--- config.mk ---
export PLATFORM = sky130hd
export DESIGN_NAME = mmc_core
export DESIGN_NICKNAME = d
export VERILOG_FILES = /design/src/design/mmc_pkg.sv /design/src/design/mmc_core.sv /design/src/design/mmc_table_mem.sv
export SDC_FILE = /design/constraint.sdc
export NUM_CORES = 2
export LEC_CHECK = 0
export ABC_AREA = 0
export BUFFER_PORTS_ARGS = -buffer_cell sky130_fd_sc_hd__buf_4
export CORE_MARGIN = 3
export CORE_UTILIZATION = 40
export CTS_BUF_LIST = sky130_fd_sc_hd__clkbuf_2
export DETAILED_ROUTE_END_ITERATION = 6
export PLACE_DENSITY_LB_ADDON = 0.25
export SKIP_LAST_GASP = 1
export SLEW_MARGIN = 20
export SYNTH_ARGS = -nofsm -noshare
export SYNTH_HDL_FRONTEND = slang
export SYNTH_SLANG_ARGS = --single-unit
--- constraint.sdc ---
create_clock -name clk_sys_in -period 9.4 [get_ports clk_sys_in]
set_input_delay 1.41 -clock clk_sys_in [delete_from_list [all_inputs] [get_ports clk_sys_in]]
set_output_delay 1.41 -clock clk_sys_in [all_outputs]
set_load 0.02 [all_outputs]
--- src/design/mmc_pkg.sv ---
// Constants and types shared by the motion command block and its table memory.
// Assumes one 250 MHz clock; the jog threshold in cycles is derived from that rate.
package mmc_pkg;

  localparam int unsigned CLK_HZ = 250000000;
  // Jog press threshold in milliseconds, as a time.
  localparam int unsigned JOG_LONG_MS = 500;
  localparam longint unsigned JOG_LONG_CYC_L = (longint'(CLK_HZ) * JOG_LONG_MS + 999) / 1000;
  localparam int unsigned JOG_LONG_CYC = int'(JOG_LONG_CYC_L);

  localparam int unsigned CFG_WORDS = 8;
  localparam int unsigned CFG_AW = 3;

  // Configuration table word indices.
  localparam logic [2:0] CFG_JOG_STEP = 3'h0;
  localparam logic [2:0] CFG_JOG_SPEED = 3'h1;
  localparam logic [2:0] CFG_ACCEL = 3'h2;
  localparam logic [2:0] CFG_START_SPEED = 3'h3;
  localparam logic [2:0] CFG_UNITS = 3'h4;

  // Reset contents of the working configuration.
  localparam logic [31:0] JOG_STEP_RST = 32'h0000_0064;
  localparam logic [31:0] JOG_SPEED_RST = 32'h0000_1000;
  localparam logic [31:0] ACCEL_RST = 32'h0000_0010;
  localparam logic [31:0] START_SPEED_RST = 32'h0000_0100;

  // Pulse rate accumulator: a pulse is due each time the phase wraps.
  localparam logic [31:0] PHASE_STEP_DIV = 32'h0000_0001;

  // Command codes on the command port.
  localparam logic [3:0] CMD_NONE = 4'h0;
  localparam logic [3:0] CMD_CONTROL = 4'h1;
  localparam logic [3:0] CMD_MANUAL = 4'h2;
  localparam logic [3:0] CMD_DISABLE = 4'h3;
  localparam logic [3:0] CMD_RSEEK = 4'h4;
  localparam logic [3:0] CMD_LOADPOS = 4'h5;
  localparam logic [3:0] CMD_GOTO = 4'h6;
  localparam logic [3:0] CMD_PROFILE = 4'h7;
  localparam logic [3:0] CMD_RELOAD = 4'h8;

  // Error codes.
  localparam logic [7:0] ERR_NONE = 8'h00;
  localparam logic [7:0] ERR_DISABLED = 8'h01;
  localparam logic [7:0] ERR_BUSY = 8'h02;
  localparam logic [7:0] ERR_MANUAL = 8'h03;
  localparam logic [7:0] ERR_ABORTED = 8'h04;
  localparam logic [7:0] ERR_UNSUPPORTED = 8'h05;

  typedef enum logic [2:0] {
    ST_IDLE,
    ST_LOAD,
    ST_MANUAL,
    ST_JOG_STEP,
    ST_RAMP_DOWN
  } mmc_state_type;

endpackage

--- src/design/mmc_core.sv ---
// Command and status logic of a pulse-train motion module.
// Assumes one clock, a host presenting one-cycle command strobes, and
// a software-filled table memory reached over a plain register port.
//
// Added by the designer: the strobed register port and the address map.
module mmc_core
(
  // Clock, enable and reset
  input wire logic clk_sys_in,
  input wire logic clk_en_in,
  input wire logic rst_n_in,
  // Table register port
  input wire logic [7:0] reg_addr_in,
  input wire logic [31:0] reg_wdata_in,
  input wire logic reg_wr_in,
  input wire logic reg_rd_in,
  output logic [31:0] reg_rdata_out,
  // Host command port
  input wire logic module_enable_in,
  input wire logic run_mode_entry_in,
  input wire logic cmd_valid_in,
  input wire logic [3:0] cmd_code_in,
  // Manual mode inputs
  input wire logic man_run_in,
  input wire logic man_jog_pos_in,
  input wire logic man_jog_neg_in,
  input wire logic man_dir_in,
  input wire logic [31:0] man_speed_in,
  // Status
  output logic done_out,
  output logic busy_out,
  output logic manual_active_out,
  output logic [7:0] error_out,
  output logic [31:0] cur_pos_out,
  output logic [31:0] cur_speed_out,
  output logic cur_dir_out,
  output logic units_eng_out,
  // Motor pins
  output logic pulse_out,
  output logic dir_pin_out
);

  mmc_pkg::mmc_state_type state;
  logic [31:0] jog_step;
  logic [31:0] jog_speed;
  logic [31:0] accel;
  logic [31:0] start_speed;
  logic units_eng;
  logic [mmc_pkg::CFG_AW:0] load_idx;
  logic [mmc_pkg::CFG_AW-1:0] load_addr_q;
  logic load_rd_valid;
  logic [31:0] mem_rdata;
  logic [31:0] target_speed;
  logic [31:0] phase;
  logic [32:0] next_phase;
  logic pulse_due;
  logic [31:0] pulses_left;
  logic [31:0] jog_timer;
  logic jog_dir;
  logic move_dir;
  logic enable_q;
  logic cmd_accept;
  logic cmd_refuse;
  logic [7:0] refuse_code;
  logic jog_any;
  logic pending_load;

  function automatic logic is_table_addr(input logic [7:0] addr);
    return addr < 8'(mmc_pkg::CFG_WORDS);
  endfunction

  mmc_table_mem u_mem
  (
    .clk_sys_in(clk_sys_in),
    .clk_en_in(clk_en_in),
    .wr_en_in(reg_wr_in && is_table_addr(reg_addr_in)),
    .wr_addr_in(reg_addr_in[mmc_pkg::CFG_AW-1:0]),
    .wr_data_in(reg_wdata_in),
    .rd_addr_in(state == mmc_pkg::ST_LOAD ? load_idx[mmc_pkg::CFG_AW-1:0] : reg_addr_in[mmc_pkg::CFG_AW-1:0]),
    .rd_data_out(mem_rdata)
  );

  // Read data for software: table words outside a load, zero elsewhere, one cycle later.
  logic rd_hit;
  always_ff @(posedge clk_sys_in or negedge rst_n_in)
  begin
    if (!rst_n_in)
    begin
      rd_hit <= 1'b0;
    end
    else if (clk_en_in)
    begin
      rd_hit <= reg_rd_in && is_table_addr(reg_addr_in) && state != mmc_pkg::ST_LOAD;
    end
  end
  assign reg_rdata_out = rd_hit ? mem_rdata : 32'h0000_0000;

  assign jog_any = man_jog_pos_in || man_jog_neg_in;
  assign busy_out = state != mmc_pkg::ST_IDLE;
  assign manual_active_out = state == mmc_pkg::ST_MANUAL || state == mmc_pkg::ST_JOG_STEP;
  assign units_eng_out = units_eng;

  // Command admission.
  always_comb
  begin
    cmd_accept = 1'b0;
    cmd_refuse = 1'b0;
    refuse_code = mmc_pkg::ERR_NONE;
    if (cmd_valid_in && cmd_code_in != mmc_pkg::CMD_CONTROL && cmd_code_in != mmc_pkg::CMD_NONE)
    begin
      if (!module_enable_in)
      begin
        cmd_refuse = 1'b1;
        refuse_code = mmc_pkg::ERR_DISABLED;
      end
      else if (manual_active_out && cmd_code_in != mmc_pkg::CMD_DISABLE)
      begin
        cmd_refuse = 1'b1;
        refuse_code = mmc_pkg::ERR_MANUAL;
      end
      else if (busy_out && !manual_active_out)
      begin
        cmd_refuse = 1'b1;
        refuse_code = mmc_pkg::ERR_BUSY;
      end
      else
      begin
        cmd_accept = 1'b1;
      end
    end
  end

  // Pulse generator: phase accumulator driven by the current speed.
  assign next_phase = {1'b0, phase} + {1'b0, cur_speed_out};
  assign pulse_due = next_phase[32] && cur_speed_out != 32'h0000_0000;

  // Main sequencer.
  always_ff @(posedge clk_sys_in or negedge rst_n_in)
  begin
    if (!rst_n_in)
    begin
      state <= mmc_pkg::ST_LOAD;
      load_idx <= '0;
      load_rd_valid <= 1'b0;
      load_addr_q <= '0;
      done_out <= 1'b0;
      error_out <= mmc_pkg::ERR_NONE;
      enable_q <= 1'b0;
      pending_load <= 1'b0;
      jog_timer <= 32'h0000_0000;
      pulses_left <= 32'h0000_0000;
      jog_dir <= 1'b1;
      target_speed <= 32'h0000_0000;
    end
    else if (clk_en_in)
    begin
      done_out <= 1'b0;
      enable_q <= module_enable_in;
      if (run_mode_entry_in)
      begin
        pending_load <= 1'b1;
      end
      if (enable_q && !module_enable_in && state != mmc_pkg::ST_IDLE && state != mmc_pkg::ST_LOAD)
      begin
        target_speed <= 32'h0000_0000;
        state <= mmc_pkg::ST_RAMP_DOWN;
        error_out <= mmc_pkg::ERR_ABORTED;
      end
      else
      begin
        unique case (state)
          mmc_pkg::ST_IDLE:
          begin
            if (pending_load || (cmd_accept && cmd_code_in == mmc_pkg::CMD_RELOAD))
            begin
              pending_load <= 1'b0;
              load_idx <= '0;
              load_rd_valid <= 1'b0;
              state <= mmc_pkg::ST_LOAD;
            end
            else if (cmd_accept && cmd_code_in == mmc_pkg::CMD_MANUAL)
            begin
              error_out <= mmc_pkg::ERR_NONE;
              jog_timer <= 32'h0000_0000;
              state <= mmc_pkg::ST_MANUAL;
            end
            else if (cmd_accept && cmd_code_in == mmc_pkg::CMD_DISABLE)
            begin
              error_out <= mmc_pkg::ERR_NONE;
              done_out <= 1'b1;
            end
            else if (cmd_accept)
            begin
              // Seek, goto, profile and offset loads live in another block.
              error_out <= mmc_pkg::ERR_UNSUPPORTED;
              done_out <= 1'b1;
            end
          end
          mmc_pkg::ST_LOAD:
          begin
            load_rd_valid <= load_idx < (mmc_pkg::CFG_AW+1)'(mmc_pkg::CFG_WORDS);
            load_addr_q <= load_idx[mmc_pkg::CFG_AW-1:0];
            if (load_idx < (mmc_pkg::CFG_AW+1)'(mmc_pkg::CFG_WORDS))
            begin
              load_idx <= load_idx + 1'b1;
            end
            else if (!load_rd_valid)
            begin
              done_out <= 1'b1;
              error_out <= mmc_pkg::ERR_NONE;
              state <= mmc_pkg::ST_IDLE;
            end
          end
          mmc_pkg::ST_MANUAL:
          begin
            if (cmd_accept && cmd_code_in == mmc_pkg::CMD_DISABLE)
            begin
              target_speed <= 32'h0000_0000;
              state <= mmc_pkg::ST_RAMP_DOWN;
            end
            else if (man_run_in)
            begin
              target_speed <= man_speed_in;
              jog_dir <= man_dir_in;
            end
            else if (jog_any)
            begin
              jog_dir <= man_jog_pos_in;
              if (jog_timer < mmc_pkg::JOG_LONG_CYC)
              begin
                jog_timer <= jog_timer + 32'h0000_0001;
                target_speed <= 32'h0000_0000;
              end
              else
              begin
                target_speed <= jog_speed;
              end
            end
            else
            begin
              target_speed <= 32'h0000_0000;
              if (jog_timer != 32'h0000_0000 && jog_timer < mmc_pkg::JOG_LONG_CYC)
              begin
                pulses_left <= jog_step;
                target_speed <= jog_speed;
                state <= mmc_pkg::ST_JOG_STEP;
              end
              jog_timer <= 32'h0000_0000;
            end
          end
          mmc_pkg::ST_JOG_STEP:
          begin
            if (cmd_accept && cmd_code_in == mmc_pkg::CMD_DISABLE)
            begin
              target_speed <= 32'h0000_0000;
              pulses_left <= 32'h0000_0000;
              state <= mmc_pkg::ST_RAMP_DOWN;
            end
            else if (pulses_left == 32'h0000_0000)
            begin
              target_speed <= 32'h0000_0000;
              done_out <= 1'b1;
              error_out <= mmc_pkg::ERR_NONE;
              state <= mmc_pkg::ST_MANUAL;
            end
            else if (pulse_due)
            begin
              pulses_left <= pulses_left - 32'h0000_0001;
            end
          end
          mmc_pkg::ST_RAMP_DOWN:
          begin
            if (cur_speed_out == 32'h0000_0000)
            begin
              done_out <= 1'b1;
              state <= mmc_pkg::ST_IDLE;
            end
          end
          default:
          begin
            state <= mmc_pkg::ST_IDLE;
          end
        endcase
      end
      // refusal code wins
      // Placed last so that a finish in the same cycle cannot hide the refusal code.
      if (cmd_refuse)
      begin
        error_out <= refuse_code;
        done_out <= 1'b1;
      end
    end
  end

  // Working configuration, captured from the table during a load.
  always_ff @(posedge clk_sys_in or negedge rst_n_in)
  begin
    if (!rst_n_in)
    begin
      jog_step <= mmc_pkg::JOG_STEP_RST;
      jog_speed <= mmc_pkg::JOG_SPEED_RST;
      accel <= mmc_pkg::ACCEL_RST;
      start_speed <= mmc_pkg::START_SPEED_RST;
      units_eng <= 1'b0;
    end
    else if (clk_en_in && load_rd_valid)
    begin
      unique case (load_addr_q)
        mmc_pkg::CFG_JOG_STEP: jog_step <= mem_rdata;
        mmc_pkg::CFG_JOG_SPEED: jog_speed <= mem_rdata;
        mmc_pkg::CFG_ACCEL: accel <= mem_rdata;
        mmc_pkg::CFG_START_SPEED: start_speed <= mem_rdata;
        mmc_pkg::CFG_UNITS: units_eng <= mem_rdata[0];
        default: ;
      endcase
    end
  end

  // Speed ramp; the step-down in the jog finish never reverses the motor.
  always_ff @(posedge clk_sys_in or negedge rst_n_in)
  begin
    if (!rst_n_in)
    begin
      cur_speed_out <= 32'h0000_0000;
    end
    else if (clk_en_in)
    begin
      // stop after last pulse
      // Ramping down here would emit pulses beyond the jog step.
      if (state == mmc_pkg::ST_JOG_STEP && pulses_left == 32'h0000_0000)
      begin
        cur_speed_out <= 32'h0000_0000;
      end
      else if (cur_speed_out < target_speed)
      begin
        if (cur_speed_out < start_speed && start_speed <= target_speed)
        begin
          cur_speed_out <= start_speed;
        end
        else if (target_speed - cur_speed_out > accel)
        begin
          cur_speed_out <= cur_speed_out + accel;
        end
        else
        begin
          cur_speed_out <= target_speed;
        end
      end
      else if (cur_speed_out > target_speed)
      begin
        if (cur_speed_out - target_speed > accel && cur_speed_out > start_speed)
        begin
          cur_speed_out <= cur_speed_out - accel;
        end
        else
        begin
          cur_speed_out <= target_speed;
        end
      end
    end
  end

  // Pulse output, position count and direction.
  assign move_dir = jog_dir;
  always_ff @(posedge clk_sys_in or negedge rst_n_in)
  begin
    if (!rst_n_in)
    begin
      phase <= 32'h0000_0000;
      pulse_out <= 1'b0;
      cur_pos_out <= 32'h0000_0000;
      cur_dir_out <= 1'b1;
      dir_pin_out <= 1'b1;
    end
    else if (clk_en_in)
    begin
      phase <= next_phase[31:0];
      pulse_out <= pulse_due && (state != mmc_pkg::ST_JOG_STEP || pulses_left != 32'h0000_0000);
      if (cur_speed_out == 32'h0000_0000)
      begin
        dir_pin_out <= move_dir;
        cur_dir_out <= move_dir;
      end
      if (pulse_due && (state != mmc_pkg::ST_JOG_STEP || pulses_left != 32'h0000_0000))
      begin
        cur_pos_out <= dir_pin_out ? cur_pos_out + 32'h0000_0001 : cur_pos_out - 32'h0000_0001;
      end
    end
  end

endmodule

--- src/design/mmc_table_mem.sv ---
// Small configuration table memory: one write port, registered read data.
// Assumes the writer and reader share clk_sys_in.
module mmc_table_mem
(
  // Clock and enable
  input wire logic clk_sys_in,
  input wire logic clk_en_in,
  // Write port
  input wire logic wr_en_in,
  input wire logic [mmc_pkg::CFG_AW-1:0] wr_addr_in,
  input wire logic [31:0] wr_data_in,
  // Read port
  input wire logic [mmc_pkg::CFG_AW-1:0] rd_addr_in,
  output logic [31:0] rd_data_out
);

  logic [31:0] mem [mmc_pkg::CFG_WORDS];

  always_ff @(posedge clk_sys_in)
  begin
    if (clk_en_in && wr_en_in)
    begin
      mem[wr_addr_in] <= wr_data_in;
    end
  end

  always_ff @(posedge clk_sys_in)
  begin
    if (clk_en_in)
    begin
      rd_data_out <= mem[rd_addr_in];
    end
  end

endmodule

* Yosys cells after proc, flatten, opt, wreduce, memory -nomap -nowiden
Memories as Yosys holds them, arrays and structs flattened. A register that Yosys moved wholly into a read port is not among the register bits.
Cells that the tools add are included.
** Storage, ports and cells
- Register bits :: 347
- Memory bits (writable) :: 256
- Input port bits :: 88
- Output and inout bits :: 111
- Logic and storage cells :: 240
- Memories kept :: 1
** Memories
- u_mem.mem :: words 8, bits a word 32, read ports 1, clocked after Yosys merged registers in 1, wr ports 1, line mmc_table_mem.sv:17 : logic [31:0] mem [mmc_pkg::CFG_WORDS];
** Operators by class
- Add/subtract/negate cells :: 10
- Magnitude comparators :: 10
- Eq/ne operators :: 40
- Mux-type cells :: 94
- Bitwise operators :: 2
- Reductions and logical operators :: 60
** Operators by type and width (number)
- $mux 32 :: 29
- $pmux 32 s2 :: 3
- $gt 32x32->1 :: 4
- $reduce_bool 32->1 :: 3
- $sub 32x32->32 :: 3
- $mux 8 :: 10
- $add 32x1->32 const B :: 2
- $logic_not 32->1 :: 2
- $lt 32x32->1 :: 2
- $sub 32x1->32 const B :: 2
- $mux 3 :: 13
- $add 32x32->33 :: 1
- $add 32x32->32 :: 1
- $le 32x32->1 :: 1
- $lt 32x27->1 const B :: 1
- $mux 1 :: 28
- $pmux 8 s3 :: 1
- $logic_and 1x1->1 :: 21
- $reduce_and 9->1 :: 2
- $ne 4x2->1 const B :: 4
- $ne 4x4->1 const B :: 4
- $reduce_and 2->1 :: 8
- $reduce_and 8->1 :: 2
- $pmux 3 s5 :: 1
- 32 further kinds :: 68

* Longest topological paths before layout
- Depth in word-level cells :: 15
- Depth in mapped cells :: 28
- Mapped depth without buffers :: 26

* Modules after synthesis
Synthesis repeated with hierarchy kept, for this count alone.
** Unflattened totals
- Cells, all modules :: 3805
- Area total of the unflattened synthesis :: 39919.5 um^2
** By module, submodules not included
- mmc_core :: times used 1, cells each 3390, area an instance 29130.4 um^2, sequential area each 8569.5 um^2
- mmc_table_mem :: times used 1, cells each 415, area an instance 10789.1 um^2, sequential area each 8648.3 um^2

* Least setup slack after synthesis
No wires, ideal clock.
- Path kind :: flip-flop to flip-flop
- Start :: reg cur_speed_out[1]
- End :: reg cur_speed_out[1]
- Library setup time :: 122 ps
- Data arrival time :: 5712 ps
- Required time :: 9278 ps
- Setup slack :: 3566 ps
- Cell stages (with the launch flop) :: 25
- Buffers on the path :: 2
- Clock period less this slack :: 5834 ps
- Path through :: dfrtp_1 > inv_1 > fa_1 > a21o_1 > a21oi_1 > o21bai_1 > a21oi_2 > o21ai_1 > a221oi_1 > o31ai_1 > a21boi_1 > o21bai_1 > a221oi_1 > xnor2_1 > ha_1 > a21o_1 > a21o_1 > a211o_1 > a211o_1 > nand2_1 > clkbuf_1 > clkbuf_1 > mux2i_1 > o211ai_1 > a32o_1
** On the way
- Longest elaborated chain between the ends :: 7
- Elaborated cells between the ends (all ways) :: 20
- Classes of those cells :: 4 x add/sub; 6 x order compare; 6 x mux; 4 x reduce/logical
** RTL lines
- from (decl) :: line mmc_core.sv:35 : output logic [31:0] cur_speed_out,
- from (signal assigned) :: line mmc_core.sv:338 : cur_speed_out <= start_speed;
- from (signal assigned) :: line mmc_core.sv:342 : cur_speed_out <= cur_speed_out + accel;
- from (signal assigned) :: line mmc_core.sv:346 : cur_speed_out <= target_speed;
- $sub 32x32->32 :: line mmc_core.sv:351 : if (cur_speed_out - target_speed > accel && cur_speed_out > start_speed)
- $gt 32x32->1 :: line mmc_core.sv:351
- $logic_and 1x1->1 :: line mmc_core.sv:351
- $mux 32 :: line mmc_core.sv:351
- $mux 32 :: line mmc_core.sv:349 : else if (cur_speed_out > target_speed)
- $mux 32 :: line mmc_core.sv:334 : else if (cur_speed_out < target_speed)
- $mux 32 :: line mmc_core.sv:330 : if (state == mmc_pkg::ST_JOG_STEP && pulses_left == 32'h0000_0000)
Several ways; a longest one is shown, not always the timed one. The select of a mux whose other input is x is not followed.
A chain may end at the register's enable or synchronous reset.

* Worst setup path after layout
- Start :: reg cur_speed_out[1]
- End :: reg cur_speed_out[7]
Same word-level chain as after synthesis.

==> flow_summary.toml <==
[critical_path]
required_ns = 10.67
r2r_cells = 25
path_class = "reg2reg"
r2r-end = "cur_speed_out[7]"
cp-start-kind = "flip-flop"
crit_arrival_ns = 8.31
crit_path_end_kind = "flip-flop"
cp_max_fo = 29
rrSetupSlack_ns = 2.35
r2r_start = "cur_speed_out[1]"

[power_and_ir_drop]
seqPwrFrac_pct = 25.3
p_switching_uw = 8160
p_comb_share_pct = 62.4
power.static_leakage_uw = 0.0187
power.density_nw_per_um2 = 384
pwr-share-clk_pct = 12.3
power_uw = 16700
ir_worst_vdd_mv = 0.469
swShare_pct = 49.0
intPower_uw = 8500

[finish]
drive_above_1_share_pct = 19.7
fin_nets = 4361
layoutNonFillerInstCount = 5353
area_growth_syn_to_layout_pct = 11.6
nFillCells = 9121

[place]
place.gp.congestion = 0.960
io_buffer_count = 193
placed_cells = 5037
place_hpwl_um = 87000

[global_routing]
grt_max_degree = 143
grt_pass1_vias = 30600
grt_pass1_wl_um = 184000
antenna_found_initial = 10
grt-ovfl-total = 0
track_usage_pct = 23.6

[sta]
report.final.hold_viol_count = 0
maxSlewHeadroom_pct = 27.0
rsz0062_at_grt = "no"
setup_violations = 0
finalMaxSlewViolations = 0
min_period_ns = 7.05
whs_ns = 0.179
worst_slew_pin_slew_ns = 1.09
fin_crit_sh_pct = 75.0
skew_ns = 0.136
fin_tns_setup_ns = 0
max_freq_mhz = 142

[job]
max_cap_viol_count = 0

[die]
fp.dieArea_um2 = 101000
coreArea_um2 = 95700
ioPinCount = 199
dieHeight_um = 318
row_count = 113
die_w_um = 318
start_util_pct = 40.7

[detailed_routing]
drc = 0
via_per_inst = 5.73
vias = 30700
wl_per_cell_um = 22.8
first_pass_iters = 7
dr.first_iter.drc_count = 2735
antenna_left = 0
totalWireLength_um = 122000

[clocking]
clkSlewWorstSetupHoldPaths_ns = 0.10
clockRootBuffer = "clkbuf_2"
cts_tree = "built"
cts_resized = 0
cts.path.max_buffers = 3
numCtsBuffers = 173
htreeDepth = 4
cts_sinks = 630
insertion_delay_ns = 1.46

[synthesis]
synth-main-ff-cell = "dfrtp_1"
avgSynthCellArea_um2 = 10.5
ys_types = 103
netlist_instances = 3703
synth_area_leaders = "edfxtp_1 22%, dfrtp_1 21%, ha_1 10%, mux2_2 4.7%, mux4_2 3.7%"
syn-cell-area_um2 = 38900
synth_top_area_share_pct = 22.2
yosysWarnings = 0
synth.largest_area_cell = "edfxtp_1"
synth_edf_count = 288
synth-async-reset-ratio_pct = 54.3
ys_seq_elements = 630
synth-seq-area-share_pct = 44.2

[min_path]
worstHoldPathCells = 3
min_path_type = "in2reg"
hold_end = "target_speed[10]"
holdCritStartpoint = "man_speed_in[10]"

[outcome]
status = "complete, no violations"
-- power by group through the flow --
stage | Clock (uW) | Combinational, uW | Sequential [uW]
2_1_floorplan | 0 | 7540 | 4010
3_3_place_gp | 0 | 10200 | 4240
3_5_place_dp | 0 | 10200 | 4250
4_1_cts | 2130 | 10300 | 4190
5_1_grt | 2290 | 11500 | 4270
6_report | 2050 | 10400 | 4210
-- through the flow --
| step | util [%] | area [um2] | worst slack, ns |
|---|---|---|---|
| after detailed placement | 43.7 | 41800 | 2.54 |
| after global placement | 43.6 | 41800 | 2.78 |
| after CTS | 45.4 | 43400 | 2.41 |
| final | 45.4 | 43400 | 2.35 |
| after floorplan | - | 39000 | 3.57 |
| after global routing | 45.4 | 43400 | 1.78 |
-- worst max path at each step --
stage                     start                end  slack [ns]  cells after the start
6_report       cur_speed_out[1]   cur_speed_out[7]        2.35                     25
5_1_grt        cur_speed_out[1]  cur_speed_out[10]        1.78                     24
4_1_cts        cur_speed_out[1]  cur_speed_out[16]        2.41                     23
3_5_place_dp   cur_speed_out[1]   cur_speed_out[9]        2.54                     24
3_3_place_gp   cur_speed_out[1]   cur_speed_out[9]        2.78                     24
2_1_floorplan  cur_speed_out[1]   cur_speed_out[1]        3.57                     24
-- critical path, cell delays in order (launching register included) --
cell       delay [ns]
dfrtp_1          0.68
inv_1            0.23
fa_1             0.52
a21o_1           0.18
a21oi_1          0.22
o21bai_1         0.11
a21oi_2          0.17
o21ai_1          0.14
a221oi_1         0.47
o31ai_1          0.21
a21boi_1         0.33
o21bai_1         0.20
a221oi_1         0.36
xnor2_1          0.11
ha_1             0.31
nand4_1          0.17
a2111oi_0        0.51
a211o_1          0.20
a211o_1          0.14
nand2_2          0.45
buf_4            0.44
nand2_1          0.10
o21ai_0          0.08
mux2i_1          0.14
nand2_1          0.08
a32o_1           0.27
-- logic make-up (layout without fill, tap and decap cells) --
| family | after synthesis | count (layout) | synth area share [%] |
|---|---|---|---|
| adders and majority gates | 324 | 324 | 10.5 |
| DFF | 630 | 630 | 44.2 |
| AOI/OAI and AO/OA | 959 | 959 | 16.1 |
| muxes | 254 | 254 | 9.11 |
| other | 1 | 17 | 0.00963 |
| xor gates and xnor gates | 175 | 175 | 3.94 |
| buffers and inverters | 400 | 769 | 4.12 |
| and+or+nand+nor | 960 | 960 | 12.0 |
-- state kept, by name, indices dropped and copies added (netlist names), 3 cells and up --
signal             flops
jog_step              32
accel                 32
u_mem.rd_data_out     32
jog_timer             32
phase                 32
load_addr_q            3
cur_pos_out           32
error_out              3
cur_speed_out         32
start_speed           32
u_mem.mem            256
target_speed          32
pulses_left           32
jog_speed             32
load_idx               4
state                  3
-- final cells by class --
| type | count | area [um2] | share of cell area, % |
|---|---|---|---|
| Timing Repair Buffer | 239 | 1830 | 4.22 |
| Clock buffer | 252 | 1260 | 2.90 |
| Inverter | 228 | 856 | 1.97 |
| Tap cell | 1265 | 1580 | 3.64 |
| Clock inverter | 50 | 348 | 0.801 |
| Multi-Input combinational cell | 2677 | 20300 | 46.8 |
| Antenna cell | 12 | 30.0 | 0.0691 |
| Sequential cell | 630 | 17200 | 39.6 |
-- Yosys cell counts, drive strengths merged (29+ instances only) --
master / count
a211oi: 31
a21o: 82
a21oi: 279
a222oi: 32
a31oi: 29
and2: 51
buf: 60
clkbuf: 112
dfrtp: 333
edfxtp: 288
ha: 318
inv: 228
mux2: 163
mux4: 64
nand2: 292
nand2b: 34
nand3: 68
nand4: 54
nor2: 228
nor2b: 34
nor3: 61
nor4: 41
o211ai: 34
o21ai: 228
o21bai: 31
xnor2: 111
xor2: 64
-- layer usage --
layer / wire length [um] / vias to the layer above / track usage (%)
met2: 56700 / 1045 / 37.8
met5: 0 / - / 0
met3: 8740 / 269 / 5.47
met1: 51700 / 15000 / 30.8
li1: - / 14400 / -
met4: 4670 / 0 / 9.72
-- repair_timing --
| action | in CTS | in global routing |
|---|---|---|
| hold buffers | 2 | 0 |
| hold endpoints to repair | 86 | 0 |
| buffers inserted | 0 | 0 |
-- placed cells by master (no fill, tap or decap), types with 32 or more instances in the layout --
cell type	n
o211ai_1	34
xnor2_1	111
nor2b_1	34
mux4_2	64
nand2b_1	34
xor2_1	64
a21o_1	82
nand2_1	288
mux2_2	162
and2_1	49
nor2_1	218
ha_1	318
nand4_1	53
nor3_1	56
nand3_1	67
inv_1	227
clkinv_1	34
buf_4	234
dfrtp_1	333
a222oi_1	32
nor4_1	41
a21oi_1	276
o21ai_0	194
edfxtp_1	288
clkbuf_2	252
Note: power is estimated with default switching activity, not from simulation.
